## config.mk

```make
export PLATFORM = sky130hd
export DESIGN_NAME = icfg_bank
export DESIGN_NICKNAME = d
export VERILOG_FILES = /design/src/hw/icfg_pkg.sv /design/src/hw/icfg_code_check.sv /design/src/hw/icfg_range_check.sv /design/src/hw/icfg_bank.sv
export SDC_FILE = /design/constraint.sdc
export NUM_CORES = 1
export LEC_CHECK = 0
export ABC_AREA = 1
export ABC_CLOCK_PERIOD_IN_PS = 2310
export BUFFER_PORTS_ARGS = -buffer_cell sky130_fd_sc_hd__buf_2
export CORE_UTILIZATION = 55
export DETAILED_ROUTE_END_ITERATION = 6
export PLACE_DENSITY_LB_ADDON = 0.25
export SKIP_LAST_GASP = 1
export SLEW_MARGIN = 20
export SYNTH_ARGS = -nofsm -noshare
export SYNTH_HDL_FRONTEND = slang
export SYNTH_SLANG_ARGS = --single-unit
```

## constraint.sdc

```tcl
create_clock -name clk_i -period 2.31 [get_ports clk_i]
set_clock_uncertainty 0.05 [all_clocks]
set_input_delay 0.462 -clock clk_i [delete_from_list [all_inputs] [get_ports clk_i]]
set_output_delay 0.462 -clock clk_i [all_outputs]
set_load 0.1 [all_outputs]
```

## src/hw/icfg_pkg.sv

```systemverilog
// package: offsets, field layouts, reset values and code tables of the ir config bank
package icfg_pkg;
  // register offsets (byte address = offset * 4 on wishbone)
  localparam logic [2:0] OFF_RX_DEMOD = 3'h0;
  localparam logic [2:0] OFF_TX_MOD = 3'h1;
  localparam logic [2:0] OFF_REMOTE_CFG = 3'h2;
  localparam logic [2:0] OFF_LINK_BANK = 3'h3;
  localparam logic [2:0] OFF_XCVR_CFG1 = 3'h4;
  localparam logic [2:0] OFF_RSVD_05 = 3'h5;
  localparam logic [2:0] OFF_XCVR_CFG3 = 3'h6;
  localparam logic [2:0] OFF_XCVR_CFG4 = 3'h7;
  // bank numbers
  localparam logic [2:0] BANK_PHY = 3'h6;
  localparam logic [2:0] BANK_REMOTE = 3'h7;
  // reset values
  localparam logic [7:0] RST_RX_DEMOD = 8'h29;
  localparam logic [7:0] RST_TX_MOD = 8'h69;
  localparam logic [7:0] RST_REMOTE_CFG = 8'h00;
  localparam logic [7:0] RST_LINK = 8'h00;
  localparam logic [7:0] RST_XCVR = 8'h00;
  // field positions
  localparam int FREQ_LSB = 0;
  localparam int FREQ_MSB = 4;
  localparam int BW_LSB = 5;
  localparam int BW_MSB = 7;
  localparam int RC_TX_HIGH_BIT = 2;
  localparam int RC_RSVD_BIT = 3;
  localparam int RC_DEMOD_DIS_BIT = 4;
  localparam int RC_RX_HIGH_BIT = 5;
  localparam int XC1_MODE_LSB = 0;
  localparam int XC1_MODE_MSB = 2;
  localparam int XC4_SEL_OUT_BIT = 0;
  localparam int XC4_AUTO_CFG_BIT = 1;
  localparam int XC4_UART_BIT = 2;
  // link control byte: bit 7 set switches to bank select, low 3 bits name the bank
  localparam int LINK_BANK_FLAG_BIT = 7;
  // code tables
  localparam logic [4:0] LOW_CODE_MIN = 5'h03;
  localparam logic [4:0] LOW_CODE_MAX = 5'h1e;
  localparam logic [4:0] HIGH_CODE_400 = 5'h03;
  localparam logic [4:0] HIGH_CODE_450 = 5'h08;
  localparam logic [4:0] HIGH_CODE_480 = 5'h0b;
  localparam logic [2:0] BW_CODE_MIN = 3'h1;
  localparam logic [2:0] BW_CODE_MAX = 3'h6;
  localparam logic [2:0] TX_PW_LOW_MIN = 3'h2;
  localparam logic [2:0] TX_PW_LOW_MAX = 3'h5;
  localparam logic [2:0] TX_PW_HIGH_MIN = 3'h2;
  localparam logic [2:0] TX_PW_HIGH_MAX = 3'h4;
  localparam logic [7:0] RSVD_READ = 8'h00;
endpackage

```

## src/hw/icfg_code_check.sv

```systemverilog
// checks a frequency code for validity in the low or high carrier range
`timescale 1ns/100ps
module icfg_code_check
(
  input wire logic [4:0] freq_code_i,
  input wire logic high_range_i,
  output logic valid_o
);
  // low range 30..56.9 khz, high range has three codes only
  always_comb
  begin
    if (high_range_i)
      valid_o = (freq_code_i == icfg_pkg::HIGH_CODE_400) ||
        (freq_code_i == icfg_pkg::HIGH_CODE_450) ||
        (freq_code_i == icfg_pkg::HIGH_CODE_480);
    else
      valid_o = (freq_code_i >= icfg_pkg::LOW_CODE_MIN) && (freq_code_i <= icfg_pkg::LOW_CODE_MAX);
  end
endmodule // icfg_code_check

```

## src/hw/icfg_range_check.sv

```systemverilog
// checks bandwidth and pulse width codes against their defined spans
`timescale 1ns/100ps
module icfg_range_check
(
  input wire logic [2:0] bw_code_i,
  input wire logic [2:0] pw_code_i,
  input wire logic high_range_i,
  output logic bw_valid_o,
  output logic pw_valid_o
);
  // bandwidth codes 001..110, pulse widths differ per range
  always_comb
  begin
    bw_valid_o = (bw_code_i >= icfg_pkg::BW_CODE_MIN) && (bw_code_i <= icfg_pkg::BW_CODE_MAX);
    if (high_range_i)
      pw_valid_o = (pw_code_i >= icfg_pkg::TX_PW_HIGH_MIN) && (pw_code_i <= icfg_pkg::TX_PW_HIGH_MAX);
    else
      pw_valid_o = (pw_code_i >= icfg_pkg::TX_PW_LOW_MIN) && (pw_code_i <= icfg_pkg::TX_PW_LOW_MAX);
  end
endmodule // icfg_range_check

```

## src/hw/icfg_bank.sv

```systemverilog
// infrared carrier configuration bank: banks 6 and 7 behind a classic wishbone slave
`timescale 1ns/100ps
module icfg_bank
(
  input wire logic clk_i,
  input wire logic rst_i,
  // wishbone classic slave
  input wire logic cyc_i,
  input wire logic stb_i,
  input wire logic we_i,
  input wire logic [4:0] adr_i,
  input wire logic [3:0] sel_i,
  input wire logic [31:0] dat_i,
  output logic [31:0] dat_o,
  output logic ack_o,
  // active bank as seen by the serial port core
  input wire logic [2:0] bank_i,
  // ask-ir mode is active (else consumer remote)
  input wire logic ask_mode_i,
  // demodulator settings to the receiver
  output logic [4:0] rx_center_freq_o,
  output logic [2:0] rx_bandwidth_o,
  output logic rx_high_range_o,
  output logic rx_demod_enable_o,
  output logic rx_cfg_valid_o,
  // modulator settings to the transmitter
  output logic [4:0] tx_carrier_freq_o,
  output logic [2:0] tx_pulse_width_o,
  output logic tx_high_range_o,
  output logic tx_fixed_500k_o,
  output logic tx_cfg_valid_o,
  // transceiver mode select pins
  output logic [2:0] mode_sel_o,
  output logic [2:0] mode_sel_oe_o,
  // shared link control register
  output logic [7:0] link_control_o
);
  logic [7:0] rx_demod_control;
  logic [7:0] tx_mod_control;
  logic [7:0] remote_ctl_config;
  logic [7:0] link_control;
  logic [7:0] transceiver_config_1;
  logic [7:0] transceiver_config_3;
  logic [7:0] transceiver_config_4;
  logic [2:0] off;
  logic wr_stb;
  logic in_bank7;
  logic [7:0] next_rd;
  logic rx_freq_ok;
  logic tx_freq_ok;
  logic bw_ok;
  logic pw_ok;
  logic next_auto_low;
  // per-register write strobes, decoded once from bank, offset and byte lane
  logic wr_rx_demod;
  logic wr_tx_mod;
  logic wr_remote;
  logic wr_xcvr1;
  logic wr_xcvr3;
  logic wr_xcvr4;

  // centre and carrier codes share the low five bits of both control registers
  function automatic logic [4:0] freq_field(input logic [7:0] ctl);
    freq_field = ctl[icfg_pkg::FREQ_MSB:icfg_pkg::FREQ_LSB];
  endfunction

  // bandwidth and pulse width codes share the top three bits
  function automatic logic [2:0] width_field(input logic [7:0] ctl);
    width_field = ctl[icfg_pkg::BW_MSB:icfg_pkg::BW_LSB];
  endfunction

  // word index from byte address; bank decides the map
  assign off = adr_i[4:2];
  assign in_bank7 = (bank_i == icfg_pkg::BANK_REMOTE);
  assign wr_stb = cyc_i && stb_i && we_i && !ack_o && sel_i[0];

  // ack one cycle after request, dropped the next cycle
  always_ff @(posedge clk_i)
  begin
    if (rst_i)
      ack_o <= 1'b0;
    else
      ack_o <= cyc_i && stb_i && !ack_o;
  end

  // shared link control / bank select reachable from every bank
  always_ff @(posedge clk_i)
  begin
    if (rst_i)
      link_control <= icfg_pkg::RST_LINK;
    else if (wr_stb && off == icfg_pkg::OFF_LINK_BANK)
      link_control <= dat_i[7:0];
  end

  // one write enable per register; bank 6 upper half has no storage and only acks
  assign wr_rx_demod = wr_stb && in_bank7 && (off == icfg_pkg::OFF_RX_DEMOD);
  assign wr_tx_mod = wr_stb && in_bank7 && (off == icfg_pkg::OFF_TX_MOD);
  assign wr_remote = wr_stb && in_bank7 && (off == icfg_pkg::OFF_REMOTE_CFG);
  assign wr_xcvr1 = wr_stb && in_bank7 && (off == icfg_pkg::OFF_XCVR_CFG1);
  assign wr_xcvr3 = wr_stb && in_bank7 && (off == icfg_pkg::OFF_XCVR_CFG3);
  assign wr_xcvr4 = wr_stb && in_bank7 && (off == icfg_pkg::OFF_XCVR_CFG4);

  // receiver demodulator control
  always_ff @(posedge clk_i)
  begin
    if (rst_i)
      rx_demod_control <= icfg_pkg::RST_RX_DEMOD;
    else if (wr_rx_demod)
      rx_demod_control <= dat_i[7:0];
  end

  // transmitter modulator control
  always_ff @(posedge clk_i)
  begin
    if (rst_i)
      tx_mod_control <= icfg_pkg::RST_TX_MOD;
    else if (wr_tx_mod)
      tx_mod_control <= dat_i[7:0];
  end

  // consumer remote configuration; reserved bit 3 always stores zero
  always_ff @(posedge clk_i)
  begin
    if (rst_i)
      remote_ctl_config <= icfg_pkg::RST_REMOTE_CFG;
    else if (wr_remote)
    begin
      remote_ctl_config <= dat_i[7:0];
      remote_ctl_config[icfg_pkg::RC_RSVD_BIT] <= 1'b0;
    end
  end

  // transceiver config 1: levels for the mode pins
  always_ff @(posedge clk_i)
  begin
    if (rst_i)
      transceiver_config_1 <= icfg_pkg::RST_XCVR;
    else if (wr_xcvr1)
      transceiver_config_1 <= dat_i[7:0];
  end

  // transceiver config 3: stored for the serial core, no local use
  always_ff @(posedge clk_i)
  begin
    if (rst_i)
      transceiver_config_3 <= icfg_pkg::RST_XCVR;
    else if (wr_xcvr3)
      transceiver_config_3 <= dat_i[7:0];
  end

  // transceiver config 4: pin direction, auto config, uart mode
  always_ff @(posedge clk_i)
  begin
    if (rst_i)
      transceiver_config_4 <= icfg_pkg::RST_XCVR;
    else if (wr_xcvr4)
      transceiver_config_4 <= dat_i[7:0];
  end

  // read mux; reserved locations and other banks read zero, except link control at offset 3, which reads in every bank
  always_comb
  begin
    next_rd = icfg_pkg::RSVD_READ;
    if (off == icfg_pkg::OFF_LINK_BANK)
      next_rd = link_control;
    else if (in_bank7)
    begin
      case (off)
        icfg_pkg::OFF_RX_DEMOD: next_rd = rx_demod_control;
        icfg_pkg::OFF_TX_MOD: next_rd = tx_mod_control;
        icfg_pkg::OFF_REMOTE_CFG: next_rd = remote_ctl_config;
        icfg_pkg::OFF_XCVR_CFG1: next_rd = transceiver_config_1;
        icfg_pkg::OFF_XCVR_CFG3: next_rd = transceiver_config_3;
        icfg_pkg::OFF_XCVR_CFG4: next_rd = transceiver_config_4;
        default: next_rd = icfg_pkg::RSVD_READ;
      endcase
    end
  end

  // read data registered with the ack
  always_ff @(posedge clk_i)
  begin
    if (rst_i)
      dat_o <= 32'h0000_0000;
    else if (cyc_i && stb_i && !ack_o)
      dat_o <= {24'h00_0000, next_rd};
  end

  // code validity; reserved codes are flagged, not blocked (software's duty)
  // flagging keeps a bad byte readable back, so software can see what it wrote
  icfg_code_check u_rx_code
  (
    .freq_code_i(freq_field(rx_demod_control)),
    .high_range_i(remote_ctl_config[icfg_pkg::RC_RX_HIGH_BIT]),
    .valid_o(rx_freq_ok)
  );
  icfg_code_check u_tx_code
  (
    .freq_code_i(freq_field(tx_mod_control)),
    .high_range_i(remote_ctl_config[icfg_pkg::RC_TX_HIGH_BIT]),
    .valid_o(tx_freq_ok)
  );
  // each range checker serves one half only; the idle half is tied off
  icfg_range_check u_rx_bw
  (
    .bw_code_i(width_field(rx_demod_control)),
    .pw_code_i(3'h0),
    .high_range_i(1'b0),
    .bw_valid_o(bw_ok),
    .pw_valid_o()
  );
  icfg_range_check u_tx_pw
  (
    .bw_code_i(3'h0),
    .pw_code_i(width_field(tx_mod_control)),
    .high_range_i(ask_mode_i | remote_ctl_config[icfg_pkg::RC_TX_HIGH_BIT]),
    .bw_valid_o(),
    .pw_valid_o(pw_ok)
  );

  // receive range and enable flags follow the remote config register directly
  // they land in the same cycle as the gated settings, so the receiver never mixes them
  always_ff @(posedge clk_i)
  begin
    if (rst_i)
    begin
      rx_high_range_o <= 1'b0;
      rx_demod_enable_o <= 1'b1;
    end
    else
    begin
      rx_demod_enable_o <= !remote_ctl_config[icfg_pkg::RC_DEMOD_DIS_BIT];
      rx_high_range_o <= remote_ctl_config[icfg_pkg::RC_RX_HIGH_BIT];
    end
  end

  // receiver settings; zeroed while demod disabled so stale codes never act
  always_ff @(posedge clk_i)
  begin
    if (rst_i)
    begin
      rx_center_freq_o <= icfg_pkg::RST_RX_DEMOD[icfg_pkg::FREQ_MSB:icfg_pkg::FREQ_LSB];
      rx_bandwidth_o <= icfg_pkg::RST_RX_DEMOD[icfg_pkg::BW_MSB:icfg_pkg::BW_LSB];
      rx_cfg_valid_o <= 1'b1;
    end
    else if (remote_ctl_config[icfg_pkg::RC_DEMOD_DIS_BIT])
    begin
      rx_center_freq_o <= 5'h00;
      rx_bandwidth_o <= 3'h0;
      rx_cfg_valid_o <= 1'b0;
    end
    else
    begin
      rx_center_freq_o <= freq_field(rx_demod_control);
      rx_bandwidth_o <= width_field(rx_demod_control);
      // ask-ir ignores the centre code; only bandwidth matters there
      rx_cfg_valid_o <= bw_ok && (ask_mode_i || rx_freq_ok);
    end
  end

  // transmit range and ask-ir flags; ask-ir forces the 500 khz carrier
  always_ff @(posedge clk_i)
  begin
    if (rst_i)
    begin
      tx_high_range_o <= 1'b0;
      tx_fixed_500k_o <= 1'b0;
    end
    else
    begin
      tx_high_range_o <= remote_ctl_config[icfg_pkg::RC_TX_HIGH_BIT];
      tx_fixed_500k_o <= ask_mode_i;
    end
  end

  // pulse width is taken in both transmit modes
  always_ff @(posedge clk_i)
  begin
    if (rst_i)
      tx_pulse_width_o <= icfg_pkg::RST_TX_MOD[icfg_pkg::BW_MSB:icfg_pkg::BW_LSB];
    else
      tx_pulse_width_o <= width_field(tx_mod_control);
  end

  // carrier code and validity; ask-ir has no carrier code to check
  // the stored code survives an ask-ir spell, so returning to remote mode needs no rewrite
  always_ff @(posedge clk_i)
  begin
    if (rst_i)
    begin
      tx_carrier_freq_o <= icfg_pkg::RST_TX_MOD[icfg_pkg::FREQ_MSB:icfg_pkg::FREQ_LSB];
      tx_cfg_valid_o <= 1'b1;
    end
    else if (ask_mode_i)
    begin
      tx_carrier_freq_o <= 5'h00;
      tx_cfg_valid_o <= pw_ok;
    end
    else
    begin
      tx_carrier_freq_o <= freq_field(tx_mod_control);
      tx_cfg_valid_o <= pw_ok && tx_freq_ok;
    end
  end

  // transceiver mode selects; auto config in uart mode pulls them low only while the pins are set as outputs
  assign next_auto_low = transceiver_config_4[icfg_pkg::XC4_SEL_OUT_BIT] &&
    transceiver_config_4[icfg_pkg::XC4_AUTO_CFG_BIT] && transceiver_config_4[icfg_pkg::XC4_UART_BIT];
  // all three pins turn together; a split direction has no meaning to the transceiver
  always_ff @(posedge clk_i)
  begin
    if (rst_i)
    begin
      mode_sel_o <= 3'h0;
      mode_sel_oe_o <= 3'h0;
    end
    else
    begin
      mode_sel_oe_o <= {3{transceiver_config_4[icfg_pkg::XC4_SEL_OUT_BIT]}};
      if (next_auto_low)
        mode_sel_o <= 3'h0;
      else
        mode_sel_o <= transceiver_config_1[icfg_pkg::XC1_MODE_MSB:icfg_pkg::XC1_MODE_LSB];
    end
  end

  // registered copy of the shared link control byte for the serial core
  always_ff @(posedge clk_i)
  begin
    if (rst_i)
      link_control_o <= icfg_pkg::RST_LINK;
    else
      link_control_o <= link_control;
  end
endmodule // icfg_bank

```

==> results.sh, run 1 <==
export IMPL_outcome="finished, final reports clean"
export IMPL_layout_filler_cells=683
export IMPL_antenna_cells_inserted=0
export IMPL_maximum_number_of_pins_on_one_net_before_global_route_repair=73
export IMPL_synth_distinct_cells=33
export IMPL_worstSetupPathType="reg2out"
export IMPL_fin_area_mm2=0.004673
export IMPL_post_synth_cell_area_avg_um2=7.810
export IMPL_crit_buf_inv=1
export IMPL_grt_total_usage_pct=25.05
export IMPL_cp_slowest_stage_delay_ns=0.43
export IMPL_cts_root_buffer_cell="sky130_fd_sc_hd__clkbuf_8"
export IMPL_cap_violations=0
export IMPL_chipHeight_um=90.62
export IMPL_p_leak_uw=0.002181
export IMPL_grt_setup_unrepaired="false"
export IMPL_number_of_global_route_vias_before_repair=3250
export IMPL_ctsLongestPathBuffers=2
export IMPL_critical_path_depth=1
export IMPL_synthesized_cell_area_mm2=0.004319
export IMPL_layout_cells_most_common="sky130_fd_sc_hd__dfxtp_1"
export IMPL_timing_worst_slew_pin_value_ns=0.6171
export IMPL_grt_ovfl_total=0
export IMPL_detail_route_wl_per_cell_um=13.96
export IMPL_maxUsedRoutingLayer="met4"
export IMPL_io_buffers=65
export IMPL_startpoint_type="register"
export IMPL_slew_violations=0
export IMPL_route_layer_met1_wl_um=4227
export IMPL_drtAntennaViolNets=0
export IMPL_seq_area_frac_synth_pct=45.42
export IMPL_holdBufCountCts=0
export IMPL_drt_pre_antenna_iters=5
export IMPL_met2_wirelength_um=4679
export IMPL_die_width_um=90.62
export IMPL_dr_wl_met3_um=682
export IMPL_layout_area_overhead_pct=8.198
export IMPL_hold_depth=2
export IMPL_fin_crit_sh_pct=73.08
export IMPL_post_layout_nonfiller_instances=707
export IMPL_first_pass_grt_wire_length_um=15730
export IMPL_drive_above_1_share_pct=17.76
export IMPL_drt_wl_total_um=9873
export IMPL_tns_ns=0
export IMPL_drt_first_iter_violations=194
export IMPL_worst_setup_hold_path_clk_slew_ns=0.10
export IMPL_place_inst=691
export IMPL_cts_post_setup_buffers_inserted=0
export IMPL_critical_path_peak_fanout=2
export IMPL_cts_num_sinks=98
export IMPL_post_route_drc_violation_count=0
export IMPL_type_of_the_tightest_min_delay_check="in2reg"
export IMPL_netSwitchingFraction_pct=32.35
export IMPL_htreeDepth=3
export IMPL_grt_antenna_before_repair=0
export IMPL_layout_common_cells="98 x sky130_fd_sc_hd__dfxtp_1, 70 x sky130_fd_sc_hd__inv_1, 69 x sky130_fd_sc_hd__nand2_1"
export IMPL_yosys_register_bits=98
export IMPL_worst_ir_drop_vdd_uv=364.6
export IMPL_p_seq_share_pct=53.3
export IMPL_cp_top_family="buffers and inverters"
export IMPL_worst_r2r_path_depth=6
export IMPL_pwr_density_cell_mw_per_mm2=686.0
export IMPL_comb_power_share_pct=14.5
export IMPL_post_dp_cell_area_mm2=0.004489
export IMPL_max_clock_freq_mhz=592.3
export IMPL_pwr_share_clk_pct=32.2
export IMPL_ioPinCount=119
export IMPL_fin_nets=653
export IMPL_worst_path_arrival_time_ns=1.18
export IMPL_min_period_ns=1.688
export IMPL_finalWeightedCongestion=0.8857
export IMPL_floorplan_rows=31
export IMPL_post_synth_inst_count=553
export IMPL_internal_power_uw=2169
export IMPL_yosys_warnings=0
export IMPL_endpoint_kind="output port"
export IMPL_crit_path_cell_trace="buf_2"
export IMPL_power_net_switching_uw=1037
export IMPL_cts_resized_gates=0
export IMPL_core_region_area_mm2=0.007408
export IMPL_worst_path_max_delay_cell="sky130_fd_sc_hd__buf_2"
export IMPL_timing_max_slew_rel_slack_pct=58.86
export IMPL_num_vias=3703
export IMPL_tritoncts="built"
export IMPL_final_setup_viol_count=0
export IMPL_cts_buffers_inserted=9
export IMPL_report_final_hold_viol_count=0
export IMPL_worst_ep_required_time_ns=1.80
export IMPL_die_area_mm2=0.008211
export IMPL_final_hpwl_from_detailed_placement_um=6930
export IMPL_initial_core_util_pct=58.30
export IMPL_avgViaCountPerCell=5.238
export IMPL_clk_insertion_delay_late_ns=0.38
-- per-layer routing --
layer  vias up  track usage [%]
met5         -                0
met4         0            13.17
met3        24            4.714
met2       138            40.53
met1      1694            31.62
li1       1847                -
-- flip-flops by register name, indices dropped and copies added, names as in the netlist, 3 cells and up --
name                  cells
dat_o                     8
link_control              8
link_control_o            8
rx_demod_control          8
transceiver_config_1      8
transceiver_config_3      8
transceiver_config_4      8
tx_mod_control            8
remote_ctl_config         7
rx_center_freq_o          5
tx_carrier_freq_o         5
mode_sel_o                3
rx_bandwidth_o            3
tx_pulse_width_o          3
-- final timing paths --
path	start	slack, ns	to
worst min-delay path	ask_mode_i	0.28	tx_carrier_freq_o[0]$_SDFF_PP1_
worst max register to register	ack_o$_SDFF_PP0_	0.76	transceiver_config_4[1]$_SDFFE_PP0P_
worst max-delay path	dat_o[4]$_SDFFE_PP0P_	0.62	dat_o[4]
worst min register to register	transceiver_config_3[2]$_SDFFE_PP0P_	0.40	transceiver_config_3[2]$_SDFFE_PP0P_
-- cells in the mapped netlist --
cell,instances,area (um^2)
sky130_fd_sc_hd__buf_6,10,112.6
sky130_fd_sc_hd__nor2_1,53,198.9
sky130_fd_sc_hd__dfxtp_1,98,1962
sky130_fd_sc_hd__o211ai_1,5,37.54
sky130_fd_sc_hd__nand2_2,1,6.260
sky130_fd_sc_hd__or2_2,1,6.260
sky130_fd_sc_hd__nand3_2,4,40.04
sky130_fd_sc_hd__and3_1,1,6.260
sky130_fd_sc_hd__nand3_1,27,135.1
sky130_fd_sc_hd__inv_4,1,6.260
sky130_fd_sc_hd__nand4_4,1,21.27
sky130_fd_sc_hd__nor3_4,1,16.27
sky130_fd_sc_hd__a21oi_1,54,270.3
sky130_fd_sc_hd__conb_1,1,3.750
sky130_fd_sc_hd__nand4_1,25,156.4
sky130_fd_sc_hd__nor2_8,2,40.04
sky130_fd_sc_hd__o21ai_0,51,255.2
sky130_fd_sc_hd__buf_2,9,45.04
sky130_fd_sc_hd__nor3_1,4,20.02
sky130_fd_sc_hd__clkinv_1,1,3.750
sky130_fd_sc_hd__nand2_1,69,259.0
sky130_fd_sc_hd__o31ai_1,1,7.510
sky130_fd_sc_hd__buf_12,1,20.02
sky130_fd_sc_hd__nand3_4,2,35.03
sky130_fd_sc_hd__a22oi_1,1,7.510
sky130_fd_sc_hd__inv_2,4,15.01
sky130_fd_sc_hd__inv_6,1,8.760
sky130_fd_sc_hd__buf_1,1,3.750
sky130_fd_sc_hd__nand3b_4,2,40.04
sky130_fd_sc_hd__o21ai_1,16,80.08
sky130_fd_sc_hd__inv_1,70,262.8
sky130_fd_sc_hd__buf_4,28,210.2
sky130_fd_sc_hd__clkbuf_1,7,26.28
-- stage by stage --
step,hold WS [ns],power [uW],worst slack (ns),utilization (%)
after floorplan,0.3519,2176,0.4238,-
after global placement,0.3844,2205,0.4877,60.60
after detailed placement,0.3869,2209,0.4419,60.60
after CTS,0.2729,3220,0.6211,63.08
after global routing,0.2930,3321,0.5415,63.08
final,0.2847,3206,0.6218,63.08
-- logic make-up (layout without fill, tap and decap cells) --
| family | Yosys count | in the layout | share of synthesized area [%] |
|---|---|---|---|
| compound gates | 128 | 128 | 15.24 |
| buf+inv | 133 | 165 | 16.54 |
| flops | 98 | 98 | 45.42 |
| other cells | 1 | 24 | 0.08682 |
| simple gates | 193 | 193 | 22.71 |
-- cell type report --
class	instances	area, um^2	area share (%)
Inverter	77	296.5	6.345
Clock buffer	9	123.9	2.651
Clock inverter	7	60.06	1.285
Timing Repair Buffer	72	377.9	8.086
Multi-Input combinational cell	345	1729	37.00
Tap cell	99	123.9	2.651
Sequential cell	98	1962	41.98
-- power groups by stage --
stage | registers, uW | clock network (uW) | logic (uW)
floorplan | 1840 | 0 | 334
global placement | 1750 | 0 | 457
detailed placement | 1750 | 0 | 460
CTS | 1710 | 1050 | 461
global route | 1710 | 1120 | 487
finish | 1710 | 1030 | 464
(Power assumes the default switching activity.)
==> run 2, diff against run 1 <==
Settings changed: ABC_AREA 1 to 0, ABC_CLOCK_PERIOD_IN_PS 2310 to 1500, CORE_UTILIZATION 55 to 47.
Clock period 2.31 ns to 1.5 ns, I/O delays scaled along.
==> results.sh, run 2 <==
export IMPL_die_area_mm2=0.009251
export IMPL_num_vias=3177
export IMPL_synthTopCellsByCount="98 x sky130_fd_sc_hd__dfxtp_1, 66 x sky130_fd_sc_hd__nor2_1, 58 x sky130_fd_sc_hd__mux2i_1"
export IMPL_min_period_ns=1.481
export IMPL_drt_first_iter_violations=107
export IMPL_cap_violations=0
export IMPL_gr_usage_met1_pct=28.33
export IMPL_core_region_area_mm2=0.008382
export IMPL_report_final_hold_viol_count=0
export IMPL_async_reset_ff_share_pct=0
export IMPL_final_setup_viol_count=0
export IMPL_number_of_global_route_vias_before_repair=2877
export IMPL_finalWeightedCongestion=0.9266
export IMPL_layout_filler_cells=754
export IMPL_tritoncts="built"
export IMPL_fin_crit_sh_pct=98.73
export IMPL_power_total_uw=4924
export IMPL_cts_buffers_inserted=9
export IMPL_ctsLongestPathBuffers=2
export IMPL_ioPinCount=119
export IMPL_yosys_cell_count_top_type="sky130_fd_sc_hd__dfxtp_1"
export IMPL_layout_area_overhead_pct=19.75
export IMPL_yosys_most_used_dff="sky130_fd_sc_hd__dfxtp_1"
export IMPL_type_of_the_tightest_min_delay_check="in2reg"
export IMPL_synthesized_cell_area_mm2=0.004169
export IMPL_io_buffers=65
export IMPL_pwr_density_cell_mw_per_mm2=986.2
export IMPL_place_inst=591
export IMPL_max_clock_freq_mhz=675.2
export IMPL_htreeDepth=3
export IMPL_post_synth_cell_area_avg_um2=9.998
export IMPL_worst_path_arrival_time_ns=1.70
export IMPL_cts_num_sinks=98
export IMPL_avgViaCountPerCell=5.225
export IMPL_synth_edf_count=0
export IMPL_grt_antenna_before_repair=0
export IMPL_first_pass_grt_wire_length_um=14650
export IMPL_slew_violations=0
export IMPL_antenna_cells_inserted=0
export IMPL_post_synth_inst_count=417
export IMPL_synth_top_area_share_pct=47.06
export IMPL_holdBufCountCts=0
export IMPL_worst_ep_required_time_ns=1.72
export IMPL_seq_area_frac_synth_pct=47.06
export IMPL_synth_distinct_cells=50
export IMPL_drt_wl_total_um=9290
export IMPL_netlist_top_cell_by_area="sky130_fd_sc_hd__dfxtp_1"
export IMPL_yosys_top_cells_area="sky130_fd_sc_hd__dfxtp_1 47%, sky130_fd_sc_hd__mux2i_1 14%, sky130_fd_sc_hd__nor2_1 5.9%"
export IMPL_endpoint_kind="register"
export IMPL_globalRoute_busiestLayer="met2"
export IMPL_yosys_register_bits=98
export IMPL_drt_pre_antenna_iters=4
export IMPL_post_dp_cell_area_mm2=0.004733
export IMPL_initial_core_util_pct=49.74
export IMPL_detail_route_wl_per_cell_um=15.28
export IMPL_worst_setup_hold_path_clk_slew_ns=0.09
export IMPL_fin_nets=548
export IMPL_post_route_drc_violation_count=0
export IMPL_critical_path_peak_fanout=8
export IMPL_grt_ovfl_total=0
export IMPL_outcome="finished, final reports clean"
export IMPL_worstSetupPathType="reg2reg"
export IMPL_worst_ir_drop_vdd_uv=553.8
export IMPL_maximum_number_of_pins_on_one_net_before_global_route_repair=26
export IMPL_worst_slack_ns=0.01898
export IMPL_gr_usage_met2_pct=33.69
export IMPL_yosys_warnings=0
export IMPL_drive_above_1_share_pct=25.84
export IMPL_grt_setup_unrepaired="true"
export IMPL_startpoint_type="register"
export IMPL_use_met3_pct=5.608
export IMPL_cts_root_buffer_cell="sky130_fd_sc_hd__clkbuf_8"
export IMPL_post_layout_nonfiller_instances=608
export IMPL_pre_cts_slack_ns=-0.2653
export IMPL_clk_insertion_delay_late_ns=0.37
export IMPL_chipHeight_um=96.18
export IMPL_die_width_um=96.18
export IMPL_grt_total_usage_pct=21.42
export IMPL_floorplan_rows=33
export IMPL_drtAntennaViolNets=0
export IMPL_final_core_util_pct=59.56
export IMPL_layout_cells_most_common="sky130_fd_sc_hd__dfxtp_1"
export IMPL_p_leak_uw=0.002242
export IMPL_final_hpwl_from_detailed_placement_um=6681
export IMPL_fin_area_mm2=0.004992
export IMPL_layout_common_cells="95 x sky130_fd_sc_hd__dfxtp_1, 65 x sky130_fd_sc_hd__nor2_1, 58 x sky130_fd_sc_hd__mux2i_1"
[run 2: changes by cell type after synthesis, sizes merged, moves of 24 or more]
cell / delta
mux2i: +58
o21ai: -62
a21oi: -50
nand3: -24
nand2: -66
inv: -69
[run 2: where the power goes]
group	switching, uW	internal (uW)	total (uW)
logic	510	127	636
registers	4.56	2610	2610
clock network	901	773	1670
[run 2: layer usage]
layer  share of wire, %  wire length (um)
met2                 47              4326
met3                5.2               481
met4                1.2               113
met1                 47              4369
met5                  0                 0
[run 2: through the flow]
step                hold slack [ns]  setup TNS [ns]
floorplan                    0.3705          -4.141
global placement             0.4171          -8.838
detailed placement           0.4230          -10.07
CTS                          0.1525        -0.01194
global route                 0.1845         -0.2207
finish                       0.1708               0
[run 2: area by class of cell]
cell class / count / area, um^2 / area share, %
multi-input combinational: 284 / 1974 / 39.55
clock inverter: 6 / 66.31 / 1.328
inverter: 7 / 26.28 / 0.5263
clock buffer: 10 / 127.6 / 2.556
tap: 105 / 131.4 / 2.632
timing repair buffer: 98 / 698.2 / 13.98
sequential: 98 / 1968 / 39.42
[run 2: kinds of logic after synthesis]
group           after synthesis  synth area share [%]
simple gates                136                 17.83
flops                        98                 47.06
mux                          64                 16.27
compound gates               59                 10.56
buf+inv                      58                 7.983
xor+xnor                      1                0.2101
other cells                   1               0.08995
[run 2: critical path, stage by stage, from the launching register on]
cell                       delay [ns]
sky130_fd_sc_hd__dfxtp_4         0.35
sky130_fd_sc_hd__nand3b_4        0.18
sky130_fd_sc_hd__or4_4           0.55
sky130_fd_sc_hd__mux2i_1         0.20
sky130_fd_sc_hd__nor2_1          0.06
[run 2: worst paths after layout]
path | startpoint | endpoint | slack (ns) | depth (start not counted)
setup / recovery | ack_o$_SDFF_PP0_ | transceiver_config_4[0]$_SDFFE_PP0P_ | 0.02 | 4
hold / removal | ask_mode_i | tx_fixed_500k_o$_SDFF_PP0_ | 0.17 | 3
setup reg to reg | ack_o$_SDFF_PP0_ | transceiver_config_4[0]$_SDFFE_PP0P_ | 0.02 | 4
hold reg to reg | link_control[6]$_SDFFE_PP0P_ | link_control_o[6]$_SDFF_PP0_ | 0.44 | 1
[run 2: what timing repair did]
item / CTS / global route
pin swaps: 0 / 5
hold endpoints to repair: 0 / 0
buffers inserted: 0 / 1
resized for setup: 6 / 17
endpoints found under the setup margin: 11 / 35
